## src/can_node_supervision_consts.svh

```systemverilog
// Register offsets, widths and timing counts for the node supervision block
`ifndef CAN_NODE_SUPERVISION_CONSTS_SVH
`define CAN_NODE_SUPERVISION_CONSTS_SVH
`define OFS_PDO_SEND_TRIGGER 9'h108
`define OFS_HEARTBEAT_PERIOD_MS 9'h10C
`define OFS_GUARD_REQUEST_PERIOD_MS 9'h10D
`define OFS_GUARD_LIFETIME_MULTIPLIER 9'h10E
`define PDO_TRIGGER_TYPE_CODE 8'hFE
`define RST_HEARTBEAT_PERIOD_MS 16'h0000
`define RST_GUARD_REQUEST_PERIOD_MS 16'h0000
`define RST_GUARD_LIFETIME_MULTIPLIER 8'h00
`define MS_TIME_NS 1000000
`define CLK_PERIOD_NS 4
`define MS_CYCLES (`MS_TIME_NS / `CLK_PERIOD_NS)
`endif

```

## src/can_node_supervision_pkg.sv

```systemverilog
// Types for the node supervision block
package can_node_supervision_pkg;
    typedef enum logic [1:0] {sup_off, sup_heartbeat, sup_guard} sup_mode_e;
endpackage

```

## src/can_node_supervision.sv

```systemverilog
// Heartbeat, node guarding supervision and PDO trigger logic
// Notes on behaviour
// - Any trigger write sends type 254 PDOs
// - Trigger reads send nothing, return zero
// - Heartbeat every heartbeat period milliseconds
// - Zero heartbeat period stops heartbeats
// - Only one supervision method runs
// - Nonzero heartbeat overrides guarding settings
// - Answer each guard request outside heartbeat mode with state
// - Timeout is guard period times multiplier
// - Missing request within timeout raises fault
`include "can_node_supervision_consts.svh"
module can_node_supervision
    import can_node_supervision_pkg::*;
#(
    parameter int MS_CYCLES = `MS_CYCLES
)
(
    input wire logic mclk,
    input wire logic srst,
    input wire logic [8:0] reg_addr,
    input wire logic reg_wr,
    input wire logic reg_rd,
    input wire logic [15:0] reg_wdata,
    output logic [15:0] reg_rdata,
    output logic reg_rvalid,
    input wire logic guard_request,
    input wire logic [6:0] node_state,
    output logic heartbeat_send,
    output logic guard_reply_send,
    output logic [6:0] reply_state,
    output logic pdo_trigger_send,
    output logic [7:0] pdo_trigger_type,
    output logic guard_fault
);
    logic [15:0] heartbeat_period_ms_reg;
    logic [15:0] guard_request_period_ms_reg;
    logic [7:0] guard_lifetime_multiplier_reg;
    logic [31:0] tick_cnt_reg;
    logic [15:0] hb_ms_reg;
    logic [23:0] guard_ms_reg;
    logic ms_tick;
    sup_mode_e mode;

    // Offset match, shared by every register decode
    function automatic logic addr_is(input logic [8:0] addr, input logic [8:0] ofs);
    begin
        return addr == ofs;
    end
    endfunction

    // Last unit of a period; looks one ahead so a count never passes its limit
    function automatic logic period_done(input logic [31:0] count, input logic [31:0] limit);
    begin
        return count + 32'h00000001 >= limit;
    end
    endfunction

    // Heartbeat wins over guarding, whatever the guarding settings hold
    function automatic sup_mode_e pick_mode(input logic hb, input logic guard);
    begin
        if (hb)
            return sup_heartbeat;
        else if (guard)
            return sup_guard;
        else
            return sup_off;
    end
    endfunction

    wire logic sel_trig = addr_is(reg_addr, `OFS_PDO_SEND_TRIGGER);
    wire logic sel_hb = addr_is(reg_addr, `OFS_HEARTBEAT_PERIOD_MS);
    wire logic sel_gp = addr_is(reg_addr, `OFS_GUARD_REQUEST_PERIOD_MS);
    wire logic sel_lm = addr_is(reg_addr, `OFS_GUARD_LIFETIME_MULTIPLIER);
    // Only writes reach the trigger; a read of its offset has no side effect
    wire logic wr_trig = reg_wr && sel_trig;
    wire logic wr_hb = reg_wr && sel_hb;
    wire logic wr_gp = reg_wr && sel_gp;
    wire logic wr_lm = reg_wr && sel_lm;
    // Timeout product, widened so 16x8 bits never wraps
    wire logic [23:0] guard_timeout_ms = {8'h00, guard_request_period_ms_reg}
        * {16'h0000, guard_lifetime_multiplier_reg};
    wire logic hb_on = heartbeat_period_ms_reg != 16'h0000;
    wire logic guard_on = !hb_on && guard_timeout_ms != 24'h000000;
    wire logic hb_mode = mode == sup_heartbeat;
    wire logic guard_mode = mode == sup_guard;
    wire logic hb_wrap = period_done({16'h0000, hb_ms_reg},
        {16'h0000, heartbeat_period_ms_reg});
    wire logic [15:0] hb_ms_inc = hb_ms_reg + 16'h0001;
    wire logic hb_due = hb_mode && ms_tick && hb_wrap;
    // Fault a full tick after the count reaches the timeout: late by at most 1 ms, never early
    wire logic guard_expired = guard_ms_reg >= guard_timeout_ms;
    wire logic [23:0] guard_ms_inc = guard_ms_reg + 24'h000001;
    wire logic guard_clear = !guard_mode || guard_request;
    // Requests under heartbeat get no answer
    wire logic reply_ok = guard_request && !hb_mode;
    wire logic [31:0] tick_inc = tick_cnt_reg + 32'h00000001;
    assign ms_tick = period_done(tick_cnt_reg, 32'(MS_CYCLES));
    assign mode = pick_mode(hb_on, guard_on);
    // Trigger offset reads zero; it holds no state
    wire logic [15:0] rd_mux = sel_hb ? heartbeat_period_ms_reg
        : sel_gp ? guard_request_period_ms_reg
        : sel_lm ? {8'h00, guard_lifetime_multiplier_reg}
        : 16'h0000;
    wire logic [15:0] rd_word = reg_rd ? rd_mux : 16'h0000;

    always_ff @(posedge mclk)
    begin
        if (srst)
            heartbeat_period_ms_reg <= `RST_HEARTBEAT_PERIOD_MS;
        else if (wr_hb)
            heartbeat_period_ms_reg <= reg_wdata;
    end

    always_ff @(posedge mclk)
    begin
        if (srst)
            guard_request_period_ms_reg <= `RST_GUARD_REQUEST_PERIOD_MS;
        else if (wr_gp)
            guard_request_period_ms_reg <= reg_wdata;
    end

    always_ff @(posedge mclk)
    begin
        if (srst)
            guard_lifetime_multiplier_reg <= `RST_GUARD_LIFETIME_MULTIPLIER;
        else if (wr_lm)
            guard_lifetime_multiplier_reg <= reg_wdata[7:0];
    end

    always_ff @(posedge mclk)
    begin
        if (srst)
            reg_rvalid <= 1'b0;
        else
            reg_rvalid <= reg_rd;
    end

    always_ff @(posedge mclk)
    begin
        if (srst)
            reg_rdata <= 16'h0000;
        else
            reg_rdata <= rd_word;
    end

    // One shared millisecond prescaler; windows start mid-millisecond
    always_ff @(posedge mclk)
    begin
        if (srst || ms_tick)
            tick_cnt_reg <= 32'h00000000;
        else
            tick_cnt_reg <= tick_inc;
    end

    // Heartbeat counter restarts on a period write so the new period applies at once
    always_ff @(posedge mclk)
    begin
        if (srst || wr_hb || !hb_mode)
            hb_ms_reg <= 16'h0000;
        else if (ms_tick && hb_wrap)
            hb_ms_reg <= 16'h0000;
        else if (ms_tick)
            hb_ms_reg <= hb_ms_inc;
    end

    always_ff @(posedge mclk)
    begin
        if (srst)
            heartbeat_send <= 1'b0;
        else
            heartbeat_send <= hb_due;
    end

    always_ff @(posedge mclk)
    begin
        if (srst)
            guard_reply_send <= 1'b0;
        else
            guard_reply_send <= reply_ok;
    end

    always_ff @(posedge mclk)
    begin
        if (srst)
            reply_state <= 7'h00;
        else if (guard_request)
            reply_state <= node_state;
    end

    // Count saturates at the timeout, so a long silence cannot wrap it back
    always_ff @(posedge mclk)
    begin
        if (srst || guard_clear)
            guard_ms_reg <= 24'h000000;
        else if (ms_tick && !guard_expired)
            guard_ms_reg <= guard_ms_inc;
    end

    // Fault sticks until a request arrives or guarding is disabled
    always_ff @(posedge mclk)
    begin
        if (srst || guard_clear)
            guard_fault <= 1'b0;
        else if (ms_tick && guard_expired)
            guard_fault <= 1'b1;
    end

    always_ff @(posedge mclk)
    begin
        if (srst)
            pdo_trigger_send <= 1'b0;
        else
            pdo_trigger_send <= wr_trig;
    end

    always_ff @(posedge mclk)
    begin
        if (srst)
            pdo_trigger_type <= 8'h00;
        else
            pdo_trigger_type <= `PDO_TRIGGER_TYPE_CODE;
    end
endmodule

```

## config.mk

```make
export PLATFORM = sky130hd
export DESIGN_NAME = can_node_supervision
export DESIGN_NICKNAME = d
export VERILOG_FILES = /design/src/can_node_supervision_pkg.sv /design/src/can_node_supervision.sv
export VERILOG_INCLUDE_DIRS = /design/src
export SDC_FILE = /design/constraint.sdc
export NUM_CORES = 1
export LEC_CHECK = 0
export ABC_AREA = 1
export BUFFER_PORTS_ARGS = -buffer_cell sky130_fd_sc_hd__buf_2
export CORE_ASPECT_RATIO = 1.25
export CORE_MARGIN = 3
export CORE_UTILIZATION = 60
export DETAILED_ROUTE_END_ITERATION = 7
export PLACE_DENSITY = 0.79
export RECOVER_POWER = 100
export SLEW_MARGIN = 20
export SYNTH_ARGS = -nofsm -noshare
export SYNTH_HDL_FRONTEND = slang
export SYNTH_SLANG_ARGS = --single-unit
export TNS_END_PERCENT = 10
```

## constraint.sdc

```tcl
create_clock -name mclk -period 7.1 [get_ports mclk]
set_clock_uncertainty 0.2 [all_clocks]
set_input_delay 0.355 -clock mclk [delete_from_list [all_inputs] [get_ports mclk]]
set_output_delay 0.355 -clock mclk [all_outputs]
set_load 0.02 [all_outputs]
```

-- After elaboration in Yosys (flattened, before gate mapping)
Cells that the tools add are included.
- add/subtract/negate cells: 4
- $mul: 1
- magnitude comparators: 3
- equality and inequality tests: 6
- muxes and demuxes: 6
- bitwise gates (word level): 1
- reductions and logical operators: 24
- operators with widths (operator ; number):
    $eq A9 B9 Y1 const B ; 4
    $add A32 B1 Y32 const B ; 1
    $ge A32 B18 Y1 const B ; 1
    $mux W16 ; 2
    $add A24 B1 Y24 const B ; 1
    $ge A24 B24 Y1 ; 1
    $mul A16 B8 Y24 ; 1
    $reduce_bool A24 Y1 ; 1
    $add A16 B1 Y17 const B ; 1
    $ge A17 B16 Y1 ; 1
    $add A16 B1 Y16 const B ; 1
    $mux W8 ; 2
    $reduce_bool A16 Y1 ; 1
    $logic_and A1 B1 Y1 ; 11
    $logic_or A1 B1 Y1 ; 5
    $logic_not A1 Y1 ; 4
    $mux W2 ; 2
    $reduce_or A2 Y1 ; 2
    $eq A2 B1 Y1 const B ; 1
    $eq A2 B2 Y1 const B ; 1
    $not A1 Y1 ; 1
- bits in registers: 148
- logic and storage cells: 59

-- Depth between registers and ports, before layout
Gate-level depths: netlist of run 1.
- word-level depth: 9
- mapped depth: 35
- depth with buffers taken out: 33

-- Worst setup path before layout of run 1
Ideal clock, no wire load.
- path type: register -> register
- start point: register guard_lifetime_multiplier_reg[7]
- end point: register guard_ms_reg[17]
- setup time: 114 ps
- data arrival time: 5667 ps
- setup slack: 1119 ps
- stages on the path, launching flop included: 28
- buffers on the path: 3
- clock period less this slack: 5981 ps
- path through: dfxtp_1 > clkbuf_1 > clkbuf_1 > nand2_1 > fa_1 > fa_1 > fa_1 > fa_1 > inv_1 > ha_1 > nand2_1 > inv_1 > a21oi_1 > nor2_1 > o21ai_0 > nand3_1 > nand2_1 > nand2_1 > ha_1 > a21oi_1 > o21ai_0 > a21oi_1 > o211ai_1 > nor2_1 > clkbuf_1 > nand4_1 > o21bai_1 > nor2_1
- cells in the longest elaborated chain, start to end: 9
- elaborated cells between the ends (all ways): 12
- RTL lines (what ; line ; RTL):
    start: declaration ; can_node_supervision.sv:38 ; logic [7:0] guard_lifetime_multiplier_reg;
    start signal: assignment ; can_node_supervision.sv:126 ; guard_lifetime_multiplier_reg <= `RST_GUARD_LIFETIME_MULTIPLIER;
    start signal: assignment ; can_node_supervision.sv:128 ; guard_lifetime_multiplier_reg <= reg_wdata[7:0];
    $mul A16 B8 Y24 * ; can_node_supervision.sv:82 ; * {16'h0000, guard_lifetime_multiplier_reg};
    branches (longest 8 deep; another with $ge A24 B24 Y1) ; n/a ;
    end signal: assignment ; can_node_supervision.sv:197 ; guard_ms_reg <= guard_ms_inc;
    end: declaration ; can_node_supervision.sv:41 ; logic [23:0] guard_ms_reg;
Every way passes the cells marked *.
A chain may end at the register's enable or synchronous reset.

-- Worst setup path in the final report of run 1
- start point: register guard_lifetime_multiplier_reg[4]
- end point: register guard_ms_reg[9]
The elaborated chain is that of the path after synthesis.

==> results.txt, run 1 <==
----------------------------------------------------
[Clock tree]
  Clk buf depth ... 2
  Clk sink count ... between 100 and 150
  Number of buffers inserted by post-CTS setup repair ... 0
  TritonCTS clock tree ... yes
  Clock transition time at the flip-flop clock pins of the worst setup and hold paths ... about 0.060 ns
  Skew-Pair Late Insertion Delay ... about 0.43 ns
  Clk Tree Root Cell ... sky130_fd_sc_hd__clkbuf_16
  H-Tree Level Count ... 4
  Number of buffers inserted during clock tree synthesis ... 17

[Layout]
  Final core occ ... 67.4%
  Layout cell share with drive strength beyond 1 ... 5.09%
  Area added between synthesis and finish ... 9.59%
  Count of antenna diodes in the layout ... 0
  Layout Nets ... a little over 2,000
  Flip-flop count of the largest register, all copies and words added ... 32
  Fin area ... 13,200 um^2
  Final non-filler cell total ... 2,091

[Yosys]
  Mux cell area share after synthesis ... 0%
  Synthesized flop and latch total ... 141
  Biggest area consumer among synthesized cells ... sky130_fd_sc_hd__dfxtp_1
  Sequential cell area fraction in the yosys report ... 23.5%
  Count of yosys warnings during synthesis ... 0
  Most frequent cells after synthesis ... sky130_fd_sc_hd__nand2_1 (482), sky130_fd_sc_hd__inv_1 (310), sky130_fd_sc_hd__nor2_1 (178)
  Mapped Area ... approximately 12,000 um^2
  Mapped Cells ... 1,749
  Fraction of post-synthesis cell area in the top cell type by area ... 23.5%
  Asr flop ratio synth ... 0%
  Most instantiated flip-flop cell in the synthesis netlist ... sky130_fd_sc_hd__dfxtp_1
  Main area contributors after synthesis ... sky130_fd_sc_hd__dfxtp_1 (23%), sky130_fd_sc_hd__nand2_1 (15%), sky130_fd_sc_hd__fa_1 (14%)
  Adder-Cell Fraction of Synth Area ... 23.1%
  Fraction of the mapped netlist area in compound gates ... 9.18%
  Dominant combinational cell family by area after synthesis ... simple AND/OR/NAND/NOR gates
  Most frequent cell after synthesis ... sky130_fd_sc_hd__nand2_1
  Avg Synthesized Cell Area ... 6.87 um^2
  Share of the synthesized netlist area taken by xor and xnor gates ... 2.70%
  Number of synthesized flops with an enable pin ... 0
  Area share of and/or/nand/nor cells after synthesis ... 28.9%
  Count of distinct cell types in the synthesized netlist ... 40

[Power and ir drop]
  Switching power share of the total ... 24.6%
  P_leak ... 6.08 nW
  Switching power total ... 0.000430 W
  Internal portion of total power ... 0.00132 W
  Peak supply drop ... 0.000178 V
  Clk network pwr share ... 50.7%
  Proportion of power drawn by flip-flops and latches ... between 40% and 50%
  Combinational share of power ... 3.4%
  Power Dens Cells ... 133 nW/um^2

[Critical path]
  Critical path data arrival time ... 6.68 ns
  Reg-to-reg endpoint ... guard_ms_reg[9]
  Start point of the critical path ... guard_lifetime_multiplier_reg[4]
  Cell type of the slowest stage on the worst timing path ... sky130_fd_sc_hd__dfxtp_1
  Reg-to-reg startpoint ... guard_lifetime_multiplier_reg[4]
  Cell count of the worst reg-to-reg path ... 28
  Critical Path Start Type ... register
  Termination of the worst setup path ... guard_ms_reg[9]
  Family with the most delay on the worst path ... adder cells
  Classification of the worst setup path ... reg -> reg
  Crit path buf inv count ... 5
  Delay of the slowest critical-path stage ... 0.66 ns
  Internal reg-to-reg setup slack ... 0.54 ns
  Most prevalent standard cell on the critical path ... sky130_fd_sc_hd__nand2_1
  Required @ worst endpoint ... 7.22 ns
  Critical Path Sink Type ... register
  WP depth ... 28
  CP Max Fanout ... 18

[Floorplan]
  Die Span Y ... around 160 um
  Initial cell density of the core ... 61.5%
  Top-level port count ... 73
  Area of the core region ... 19,500 um^2
  Die width ... 133 um
  Placement row count ... 57
  Full die area ... between 20,000 and 25,000 um^2

[Routing]
  Detailed-route vias per instance ... 5.37
  Detailed router's first-iteration violation count ... 946
  Residual DRC count ... 0
  Vias after detailed routing ... 11,200
  Total Routed Length ... 29,800 um
  DR pass1 iterations ... 6
  Remaining antenna violation count ... 0
  WL per Instance ... 14.3 um

[STA]
  Final count of negative-setup-slack endpoints ... 0
  Slew headroom ... -14.5%
  Pins Over Slew Limit ... between 40 and 50
  Final hold violations ... 0
  Setup repair after global routing missed its margin ... no
  Final cycle utilization of the critical path ... 92.3%
  Max frequency ... 0.153 GHz
  Final-layout setup total negative slack ... 0 ns
  Transition time at the pin with the least slew margin ... 1.72 ns
  Min Clock Period, post-route ... 6.56 ns

[GRT]
  Wire length of the first global-routing pass ... 50,800 um
  Overall global routing resource usage ... about 28%
  Number of antenna violations at the first check in global routing ... 0
  Maximum number of pins on one net before global-route repair ... 45
  Vias in the first global route ... ~11,000
  Grt ovf ... 0

[Place]
  Input/output buffers ... 71
  Area after DPL ... 12,500 um^2
  Routability cong. ... around 0.93
  Post-detailed-placement half-perimeter wirelength ... 22,500 um
  Inst Count DP ... roughly 2,000

[Flow run]
  # Max-Cap Violations ... 1

[Min path]
  Class of the tightest hold or removal check ... in -> reg

[Outcome]
  Status ... complete, but fails checks
  Violated checks ... max-capacitance violations, max-slew violations

----------------------------------------------------
layout make-up:
class	instances	area [um^2]
multi-input cells	1243	7720
flip-flops and latches	141	2820
repair buffers	96	536
inverters	314	1180
fillers	1746	6370
clock inverters	12	126
well taps	265	332
clock buffers	20	447
metrics by stage:
stage / total power [W] / setup WS (ns) / hold slack, ns
after global placement: 0.000875 / 0.758 / 0.224
after floorplan: 0.000854 / 1.12 / 0.232
after CTS: 0.00177 / 0.605 / 0.00298
final: 0.00175 / 0.545 / 0.00307
after global routing: 0.00180 / 0.00392 / 0.0193
after detailed placement: 0.000876 / 0.677 / 0.234
cells by family (layout without fill, tap and decap cells):
family | after synthesis | after routing
AO/OA/AOI/OAI | 202 | 202
XOR/XNOR | 37 | 37
adder cells (fa/ha/maj) | 172 | 172
buffers and inverters | 379 | 442
flip-flops | 141 | 141
other | 1 | 15
AND/OR/NAND/NOR | 817 | 817
metal layers:
layer	global-route usage [%]	share of wire (%)	up-vias
met5	0	0	-
met1	33.9	41	5166
met4	12.9	4.0	0
met2	50.7	50	438
met3	3.65	5.7	80
li1	-	-	5552
power by group through the flow:
stage	registers [W]	clock network, W	logic, W
after floorplan	0.000825	0	0.0000283
after global placement	0.000823	0	0.0000523
after detailed placement	0.000823	0	0.0000528
after CTS	0.000805	0.000902	0.0000599
after global routing	0.000806	0.000931	0.0000655
final	0.000806	0.000888	0.0000594
timing repair:
item,CTS,global route
endpoints found under the hold margin,17,0
endpoints found under the setup margin,0,1
hold buffers,17,0
resized for setup,0,1
cells in the final DEF (no fill, tap or decap), drive strengths merged:
cell type    count
nand2          490
inv            318
nor2           187
dfxtp          141
a21oi          100
ha              88
fa              84
o21ai           69
clkbuf          58
nand3           53
nand4           45
buf             41
xor2            26
dlygate4sd3     17
conb            15
nand3b          14
nor4            13
nor3            12
xnor2           11
o21bai           9
a211oi           9
a221oi           8
clkinv           6
o211ai           3
a21o             2
or4              2
or2              1
o31ai            1
a21boi           1
clkinvlp         1
bufinv           1
worst min-delay path by stage:
stage                         from                               to  slack, ns  depth (start not counted)
floorplan              reg_addr[2]                 pdo_trigger_send       0.23                          1
global placement    reply_state[0]                   reply_state[0]       0.22                          2
detailed placement  reply_state[5]                   reply_state[5]       0.23                          2
CTS                  reg_wdata[14]  guard_request_period_ms_reg[14]      0.003                          3
global route          reg_wdata[5]       heartbeat_period_ms_reg[5]       0.02                          3
finish               reg_wdata[14]  guard_request_period_ms_reg[14]      0.003                          3
tightest hold or removal path: cells and delay by family:
family	cells	cell delay (ns)
buffers and inverters	1	0.11
AND/OR/NAND/NOR	2	0.13
No activity file was read; power rests on OpenSTA's default activity.
==> run 2, diff against run 1 <==
--- a/config.mk
+++ b/config.mk
@@ -14,6 +14,7 @@
 export DETAILED_ROUTE_END_ITERATION = 7
 export PLACE_DENSITY = 0.79
 export RECOVER_POWER = 100
+export REMOVE_ABC_BUFFERS = 1
 export SLEW_MARGIN = 20
 export SYNTH_ARGS = -nofsm -noshare
 export SYNTH_HDL_FRONTEND = slang
==> run 2 against run 1 <==
Critical endpoint is now guard_ms_reg[22]. Global-route usage decreased by 1.4 points. The run still ends with max-capacitance violations, max-slew violations left. Die area unchanged. Sequential share of layout area about the same. First-iteration DRC count decreased by 20%.
==> results.txt, run 2 (synthesis results as in run 1) <==
----------------------------------------------------
[Routing]
  Detailed-route vias per instance ... 5.29 (-1.6%)
  Detailed router's first-iteration violation count ... 753 (-20%)
  Vias after detailed routing ... 11,100 (-1.5%)
  WL per Instance ... 13.7 um (-3.9%)
  DR pass1 iterations ... 5 (-1)
  Residual DRC count ... 0 (unchanged)
  Remaining antenna violation count ... 0 (unchanged)
  Total Routed Length ... 28,700 um (-3.8%)

[Floorplan]
  Die Span Y ... 164 um (unchanged)
  Initial cell density of the core ... 61.5% (unchanged)
  Full die area ... 21,800 um^2 (unchanged)
  Die width ... 133 um (unchanged)
  Top-level port count ... 73 (unchanged)
  Placement row count ... 57 (unchanged)
  Area of the core region ... 19,500 um^2 (unchanged)

[GRT]
  Number of antenna violations at the first check in global routing ... 0 (unchanged)
  Overall global routing resource usage ... 26.9% (-1.4 points)
  Vias in the first global route ... 10,500 (-4.5%)
  Wire length of the first global-routing pass ... 48,600 um (-4.4%)
  Maximum number of pins on one net before global-route repair ... 46 (+2.2%)
  Grt ovf ... 0 (unchanged)

[Layout]
  Layout cell share with drive strength beyond 1 ... 5.25% (+0.16 points)
  Count of antenna diodes in the layout ... 0 (unchanged)
  Leading cell types in the layout, fill and taps excluded ... sky130_fd_sc_hd__nand2_1 (483), sky130_fd_sc_hd__inv_1 (310), sky130_fd_sc_hd__nor2_1 (178)
  Sequential cell area ... 2830 um^2 (+0.18%)
  Total area of multi-input combinational cells ... 7730 um^2 (about the same)
  Leading cell type in the layout, fill and taps excluded ... sky130_fd_sc_hd__nand2_1
  Area added between synthesis and finish ... 10.0%
  Layout Nets ... 2,024 (+0.099%)
  Fill cell instance count of the final layout ... 1,732 (-0.80%)
  Flip-flop count of the largest register, all copies and words added ... 32 (unchanged)

[Min path]
  Endpoint with the worst hold slack ... guard_request_period_ms_reg[1]
  Hold_sp ... reg_wdata[1]
  Class of the tightest hold or removal check ... in -> reg
  Cell depth of the worst min-delay path ... 3 (unchanged)

[Place]
  Routability cong. ... 0.967 (+3.7%)
  Post-detailed-placement half-perimeter wirelength ... 22,000 um (-2.4%)
  Input/output buffers ... 71 (unchanged)

[Clock tree]
  Clk sink count ... 141 (unchanged)
  Number of buffers inserted during clock tree synthesis ... 17 (unchanged)
  Number of buffers inserted by post-CTS setup repair ... 0 (unchanged)
  H-Tree Level Count ... 4 (unchanged)
  Skew-Pair Late Insertion Delay ... 0.43 ns (about the same)
  Clk Tree Root Cell ... sky130_fd_sc_hd__clkbuf_16
  TritonCTS clock tree ... yes
  Clk buf depth ... 2 (unchanged)
  Clock transition time at the flip-flop clock pins of the worst setup and hold paths ... 0.07 ns (about the same)

[Outcome]
  Status ... complete, but fails checks
  Violated checks ... max-capacitance violations, max-slew violations

[Power and ir drop]
  P_leak ... 6.09 nW (+0.17%)
  Peak supply drop ... 0.000170 V (-4.8%)
  Power Dens Cells ... 135 nW/um^2 (+1.2%)

[Critical path]
  Delay of the slowest critical-path stage ... 0.70 ns (+0.04 ns)
  Classification of the worst setup path ... reg -> reg
  Internal reg-to-reg setup slack ... 0.59 ns (+0.05 ns)
  Cell type of the slowest stage on the worst timing path ... sky130_fd_sc_hd__dfxtp_1
  Critical Path Sink Type ... register
  Reg-to-reg endpoint ... guard_ms_reg[22]
  Critical path data arrival time ... 6.64 ns (-0.04 ns)
  Cell count of the worst reg-to-reg path ... 25 (-11%)
  Critical Path Start Type ... register
  Reg-to-reg startpoint ... guard_lifetime_multiplier_reg[2]
  CP Max Fanout ... 14 (-4)
  Required @ worst endpoint ... 7.23 ns (about the same)

[STA]
  Final cycle utilization of the critical path ... 91.7% (-0.63 points)
  Final hold violations ... 0 (unchanged)
  Max frequency ... 0.154 GHz (+0.69%)
  Pins Over Slew Limit ... 46 (+2.2%)
  Final count of negative-setup-slack endpoints ... 0 (unchanged)
  Setup repair after global routing missed its margin ... no
  Slew headroom ... -17.0% (-2.5 points)
  Final-layout setup total negative slack ... 0 ns (unchanged)
  Final hold slack ... 0.0202 ns (+0.0171 ns)
  Transition time at the pin with the least slew margin ... 1.75 ns (+0.0379 ns)
  Min Clock Period, post-route ... 6.51 ns (-0.0451 ns)

[Flow run]
  # Max-Cap Violations ... 1 (unchanged)

----------------------------------------------------
-- run 2: changes by cell type in the layout (fill, tap and decap cells not counted), sizes merged --
cell	before	now
inv	318	323
buf	41	37
clkinvlp	1	2
dlygate4sd3	17	21
clkinv	6	2
-- run 2: how the worst max path moves through the flow --
stage / startpoint / to / slack, ns / cells past startpoint
CTS: guard_lifetime_multiplier_reg[7] / guard_ms_reg[4] / 0.50 / 25
floorplan: guard_lifetime_multiplier_reg[7] / guard_ms_reg[4] / 1.16 / 26
finish: guard_lifetime_multiplier_reg[2] / guard_ms_reg[22] / 0.59 / 25
global route: guard_lifetime_multiplier_reg[2] / guard_ms_reg[22] / 0.06 / 27
global placement: guard_lifetime_multiplier_reg[3] / guard_ms_reg[4] / 0.71 / 26
detailed placement: guard_lifetime_multiplier_reg[3] / guard_ms_reg[4] / 0.53 / 26
-- run 2: per-layer routing --
metal,up-vias,global-route usage [%],part of all wire (%)
met5,-,0,0
met4,0,9.45,3.1
met3,69,4.07,5.0
met2,368,48.3,50
met1,5060,33.0,42
li1,5566,-,-
-- run 2: area by class of cell --
class | instances | share of cell area (%)
inverter | 314 | 8.95
clock inverter | 14 | 1.22
sequential | 141 | 21.4
timing repair buffer | 98 | 4.18
clock buffer | 18 | 3.32
tap | 265 | 2.51
multi-input combinational | 1243 | 58.4
-- run 2: metrics by stage --
stage	power [W]	area [um^2]	cells	setup slack [ns]	util, %
final	0.00178	13200	2093	0.590	67.7
after floorplan	0.000848	11700	1698	1.16	-
after CTS	0.00179	13300	2093	0.501	68.0
after detailed placement	0.000874	12500	2040	0.533	63.8
after global placement	0.000874	12500	2040	0.706	63.8
after global routing	0.00183	13200	2093	0.0579	67.7
-- run 2: worst max-delay path, delay by kind of cell, from the launching register on --
family / cells / cell delay (ns)
compound gates: 7 / 1.20
fa+ha+maj: 6 / 2.73
buf+inv: 3 / 0.39
flops: 1 / 0.70
simple gates: 9 / 1.16
-- run 2: what timing repair did --
action / CTS / global route
resized for setup: 0 / 5
endpoints found under the hold margin: 24 / 0
hold buffers: 21 / 0
endpoints found under the setup margin: 0 / 20
-- run 2: where the power goes --
part           leakage (nW)  internal (W)  switching [W]
logic                  4.66     0.0000241      0.0000358
clock network         0.291      0.000512       0.000405
registers              1.15      0.000799     0.00000623
==> run 3, diff against run 2 <==
--- a/config.mk
+++ b/config.mk
@@ -12,6 +12,7 @@
 export CORE_MARGIN = 3
 export CORE_UTILIZATION = 60
 export DETAILED_ROUTE_END_ITERATION = 7
+export GPL_TIMING_DRIVEN = 0
 export PLACE_DENSITY = 0.79
 export RECOVER_POWER = 100
 export REMOVE_ABC_BUFFERS = 1
==> run 3 against run 2 <==
The run ends with max-capacitance violations left. Total power is 5.2% higher. Sequential power about the same. Largest power group unchanged. First-iteration DRC count fell by 5.4%. Critical endpoint is now guard_ms_reg[4]. Largest cell class unchanged. Hold slack worse by 0.0091 ns.
==> results.txt, run 3 (synthesis results as in run 1) <==
----------------------------------------------------
[Critical path]
  Reg-to-reg startpoint ... guard_lifetime_multiplier_reg[7]
  Internal reg-to-reg setup slack ... 0.40 ns (-0.19 ns)
  Critical path data arrival time ... 6.77 ns (+0.13 ns)
  Start point of the critical path ... guard_lifetime_multiplier_reg[7]
  Required @ worst endpoint ... 7.17 ns (-0.06 ns)
  Reg-to-reg endpoint ... guard_ms_reg[4]
  CP Max Fanout ... 18 (+4)
  Cell count of the worst reg-to-reg path ... 26 (+4.0%)
  Critical Path Start Type ... register
  Critical Path Sink Type ... register
  Classification of the worst setup path ... reg -> reg

[Flow run]
  # Max-Cap Violations ... 1 (unchanged)

[Layout]
  Fill cell instance count of the final layout ... 1,746 (+0.81%)
  Fin area ... 13,200 um^2 (-0.32%)
  Leading cell types in the layout, fill and taps excluded ... sky130_fd_sc_hd__nand2_1 (484), sky130_fd_sc_hd__inv_1 (311), sky130_fd_sc_hd__nor2_1 (179)
  Layout cell share with drive strength beyond 1 ... 4.95% (-0.30 points)
  Area added between synthesis and finish ... 9.67%
  Flip-flop count of the largest register, all copies and words added ... 32 (unchanged)
  Count of antenna diodes in the layout ... 0 (unchanged)
  Layout Nets ... 2,014 (-0.49%)
  Leading cell type in the layout, fill and taps excluded ... sky130_fd_sc_hd__nand2_1

[STA]
  Slew headroom ... 1.41% (+18 points)
  Min Clock Period, post-route ... 6.70 ns (+0.190 ns)
  Final hold slack ... 0.0110 ns (-0.00913 ns)
  Transition time at the pin with the least slew margin ... 1.47 ns (-0.281 ns)
  Max frequency ... 0.149 GHz (-2.8%)
  Setup repair after global routing missed its margin ... no
  Final hold violations ... 0 (unchanged)
  Final count of negative-setup-slack endpoints ... 0 (unchanged)
  Final cycle utilization of the critical path ... 94.4% (+2.7 points)
  Pins Over Slew Limit ... 0 (-100%)

[Min path]
  Hold_sp ... reg_wdata[0]
  Cell depth of the worst min-delay path ... 3 (unchanged)
  Endpoint with the worst hold slack ... heartbeat_period_ms_reg[0]
  Class of the tightest hold or removal check ... in -> reg

[GRT]
  Vias in the first global route ... 11,000 (+5.0%)
  Wire length of the first global-routing pass ... 48,400 um (-0.26%)
  Maximum number of pins on one net before global-route repair ... 46 (unchanged)
  Overall global routing resource usage ... 26.7% (-0.25 points)
  Number of antenna violations at the first check in global routing ... 0 (unchanged)
  Grt ovf ... 0 (unchanged)

[Floorplan]
  Die width ... 133 um (unchanged)
  Initial cell density of the core ... 61.5% (unchanged)
  Placement row count ... 57 (unchanged)
  Die Span Y ... 164 um (unchanged)
  Top-level port count ... 73 (unchanged)
  Area of the core region ... 19,500 um^2 (unchanged)
  Full die area ... 21,800 um^2 (unchanged)

[Power and ir drop]
  Power Dens Cells ... 142 nW/um^2 (+5.6%)
  Peak supply drop ... 0.000167 V (-1.8%)
  P_leak ... 6.09 nW (-0.11%)

[Routing]
  Remaining antenna violation count ... 0 (unchanged)
  Met2 wire len ... 14,600 um (+2.8%)
  Met1 Wirelength ... 11,700 um (-3.5%)
  Detailed router's first-iteration violation count ... 712 (-5.4%)
  Vias after detailed routing ... 11,100 (+0.49%)
  Residual DRC count ... 0 (unchanged)
  Highest layer used for signal routing ... met4
  WL per Instance ... 13.8 um (+0.44%)
  Detailed-route vias per instance ... 5.34 (+1.0%)
  Met3 wire length ... 1470 um (+3.1%)
  DR pass1 iterations ... 6 (+1)
  Total Routed Length ... 28,600 um (about the same)

[Clock tree]
  Clk buf depth ... 2 (unchanged)
  Clock transition time at the flip-flop clock pins of the worst setup and hold paths ... 0.06 ns (about the same)
  Skew-Pair Late Insertion Delay ... 0.42 ns (about the same)
  Clk sink count ... 141 (unchanged)
  Number of buffers inserted during clock tree synthesis ... 17 (unchanged)
  Clk Tree Root Cell ... sky130_fd_sc_hd__clkbuf_16
  H-Tree Level Count ... 4 (unchanged)
  TritonCTS clock tree ... yes

[Outcome]
  Status ... complete, but fails checks
  Violated checks ... max-capacitance violations

[Place]
  Post-detailed-placement half-perimeter wirelength ... 21,600 um (-1.8%)
  Area after DPL ... 12,400 um^2 (-0.20%)
  Input/output buffers ... 71 (unchanged)
  Routability cong. ... 0.898 (-7.1%)

----------------------------------------------------
run 3: how the worst max path moves through the flow:
stage / end / slack (ns) / cells past startpoint
final: guard_ms_reg[4] / 0.40 / 26
after global routing: guard_ms_reg[4] / 0.03 / 26
after CTS: guard_ms_reg[4] / 0.19 / 26
after detailed placement: guard_ms_reg[4] / -0.05 / 26
after global placement: guard_ms_reg[4] / 0.06 / 26
after floorplan: guard_ms_reg[4] / 1.16 / 26
run 3: layout make-up:
cell class / instances / area [um^2] / area share, %
clock buffer: 17 / 425 / 3.23
sequential: 141 / 2830 / 21.5
tap: 265 / 332 / 2.52
clock inverter: 14 / 229 / 1.74
timing repair buffer: 88 / 473 / 3.59
multi-input combinational: 1243 / 7710 / 58.5
inverter: 314 / 1180 / 8.98
run 3: where the power goes:
group          internal, W  switching, W  total [W]
Clock             0.000631      0.000380    0.00101
Combinational    0.0000220     0.0000357  0.0000578
Sequential        0.000799    0.00000647   0.000805
Total              0.00145      0.000422    0.00187
run 3: stage by stage:
stage	setup TNS (ns)	total power, W	utilization, %	instances	worst slack, ns
finish	0	0.00187	67.5	2082	0.400
global route	0	0.00192	67.5	2082	0.0336
CTS	0	0.00189	67.9	2082	0.186
detailed placement	-0.105	0.000875	63.7	2035	-0.0506
global placement	0	0.000873	63.6	2034	0.0571
floorplan	0	0.000848	-	1698	1.16
run 3: worst max-delay path, stage by stage, from the launching register on:
cell and delay (ns):
sky130_fd_sc_hd__dfxtp_2 0.58, sky130_fd_sc_hd__nand2_1 0.15, sky130_fd_sc_hd__fa_1 0.53, sky130_fd_sc_hd__fa_1 0.53
sky130_fd_sc_hd__fa_1 0.53, sky130_fd_sc_hd__fa_1 0.55, sky130_fd_sc_hd__inv_1 0.04, sky130_fd_sc_hd__ha_1 0.35
sky130_fd_sc_hd__nand2_1 0.14, sky130_fd_sc_hd__inv_1 0.05, sky130_fd_sc_hd__a21oi_1 0.28, sky130_fd_sc_hd__nor2_1 0.07
sky130_fd_sc_hd__o21ai_0 0.27, sky130_fd_sc_hd__nand3_1 0.12, sky130_fd_sc_hd__nand2_1 0.07, sky130_fd_sc_hd__nand2_1 0.07
sky130_fd_sc_hd__ha_1 0.31, sky130_fd_sc_hd__a21oi_1 0.14, sky130_fd_sc_hd__o21ai_0 0.10, sky130_fd_sc_hd__a21oi_1 0.21
sky130_fd_sc_hd__o211ai_1 0.17, sky130_fd_sc_hd__nor2_2 0.45, sky130_fd_sc_hd__nand2_4 0.24, sky130_fd_sc_hd__inv_6 0.21
sky130_fd_sc_hd__nand2_1 0.07, sky130_fd_sc_hd__nand2_1 0.06, sky130_fd_sc_hd__a21oi_1 0.05
run 3: what timing repair did:
item | 4_1_cts | 5_1_grt
gates resized for setup | 1 | 6
hold buffers | 16 | 0
endpoints found under the setup margin | 9 | 23
hold endpoints to repair | 15 | 0
setup buffers | 0 | 0
run 3: routing by layer:
| metal | track usage [%] | vias to the layer above |
|---|---|---|
| met1 | 30.8 | 5145 |
| met2 | 49.7 | 358 |
| met4 | 9.69 | 0 |
| li1 | - | 5551 |
| met3 | 4.38 | 63 |
| met5 | 0 | - |
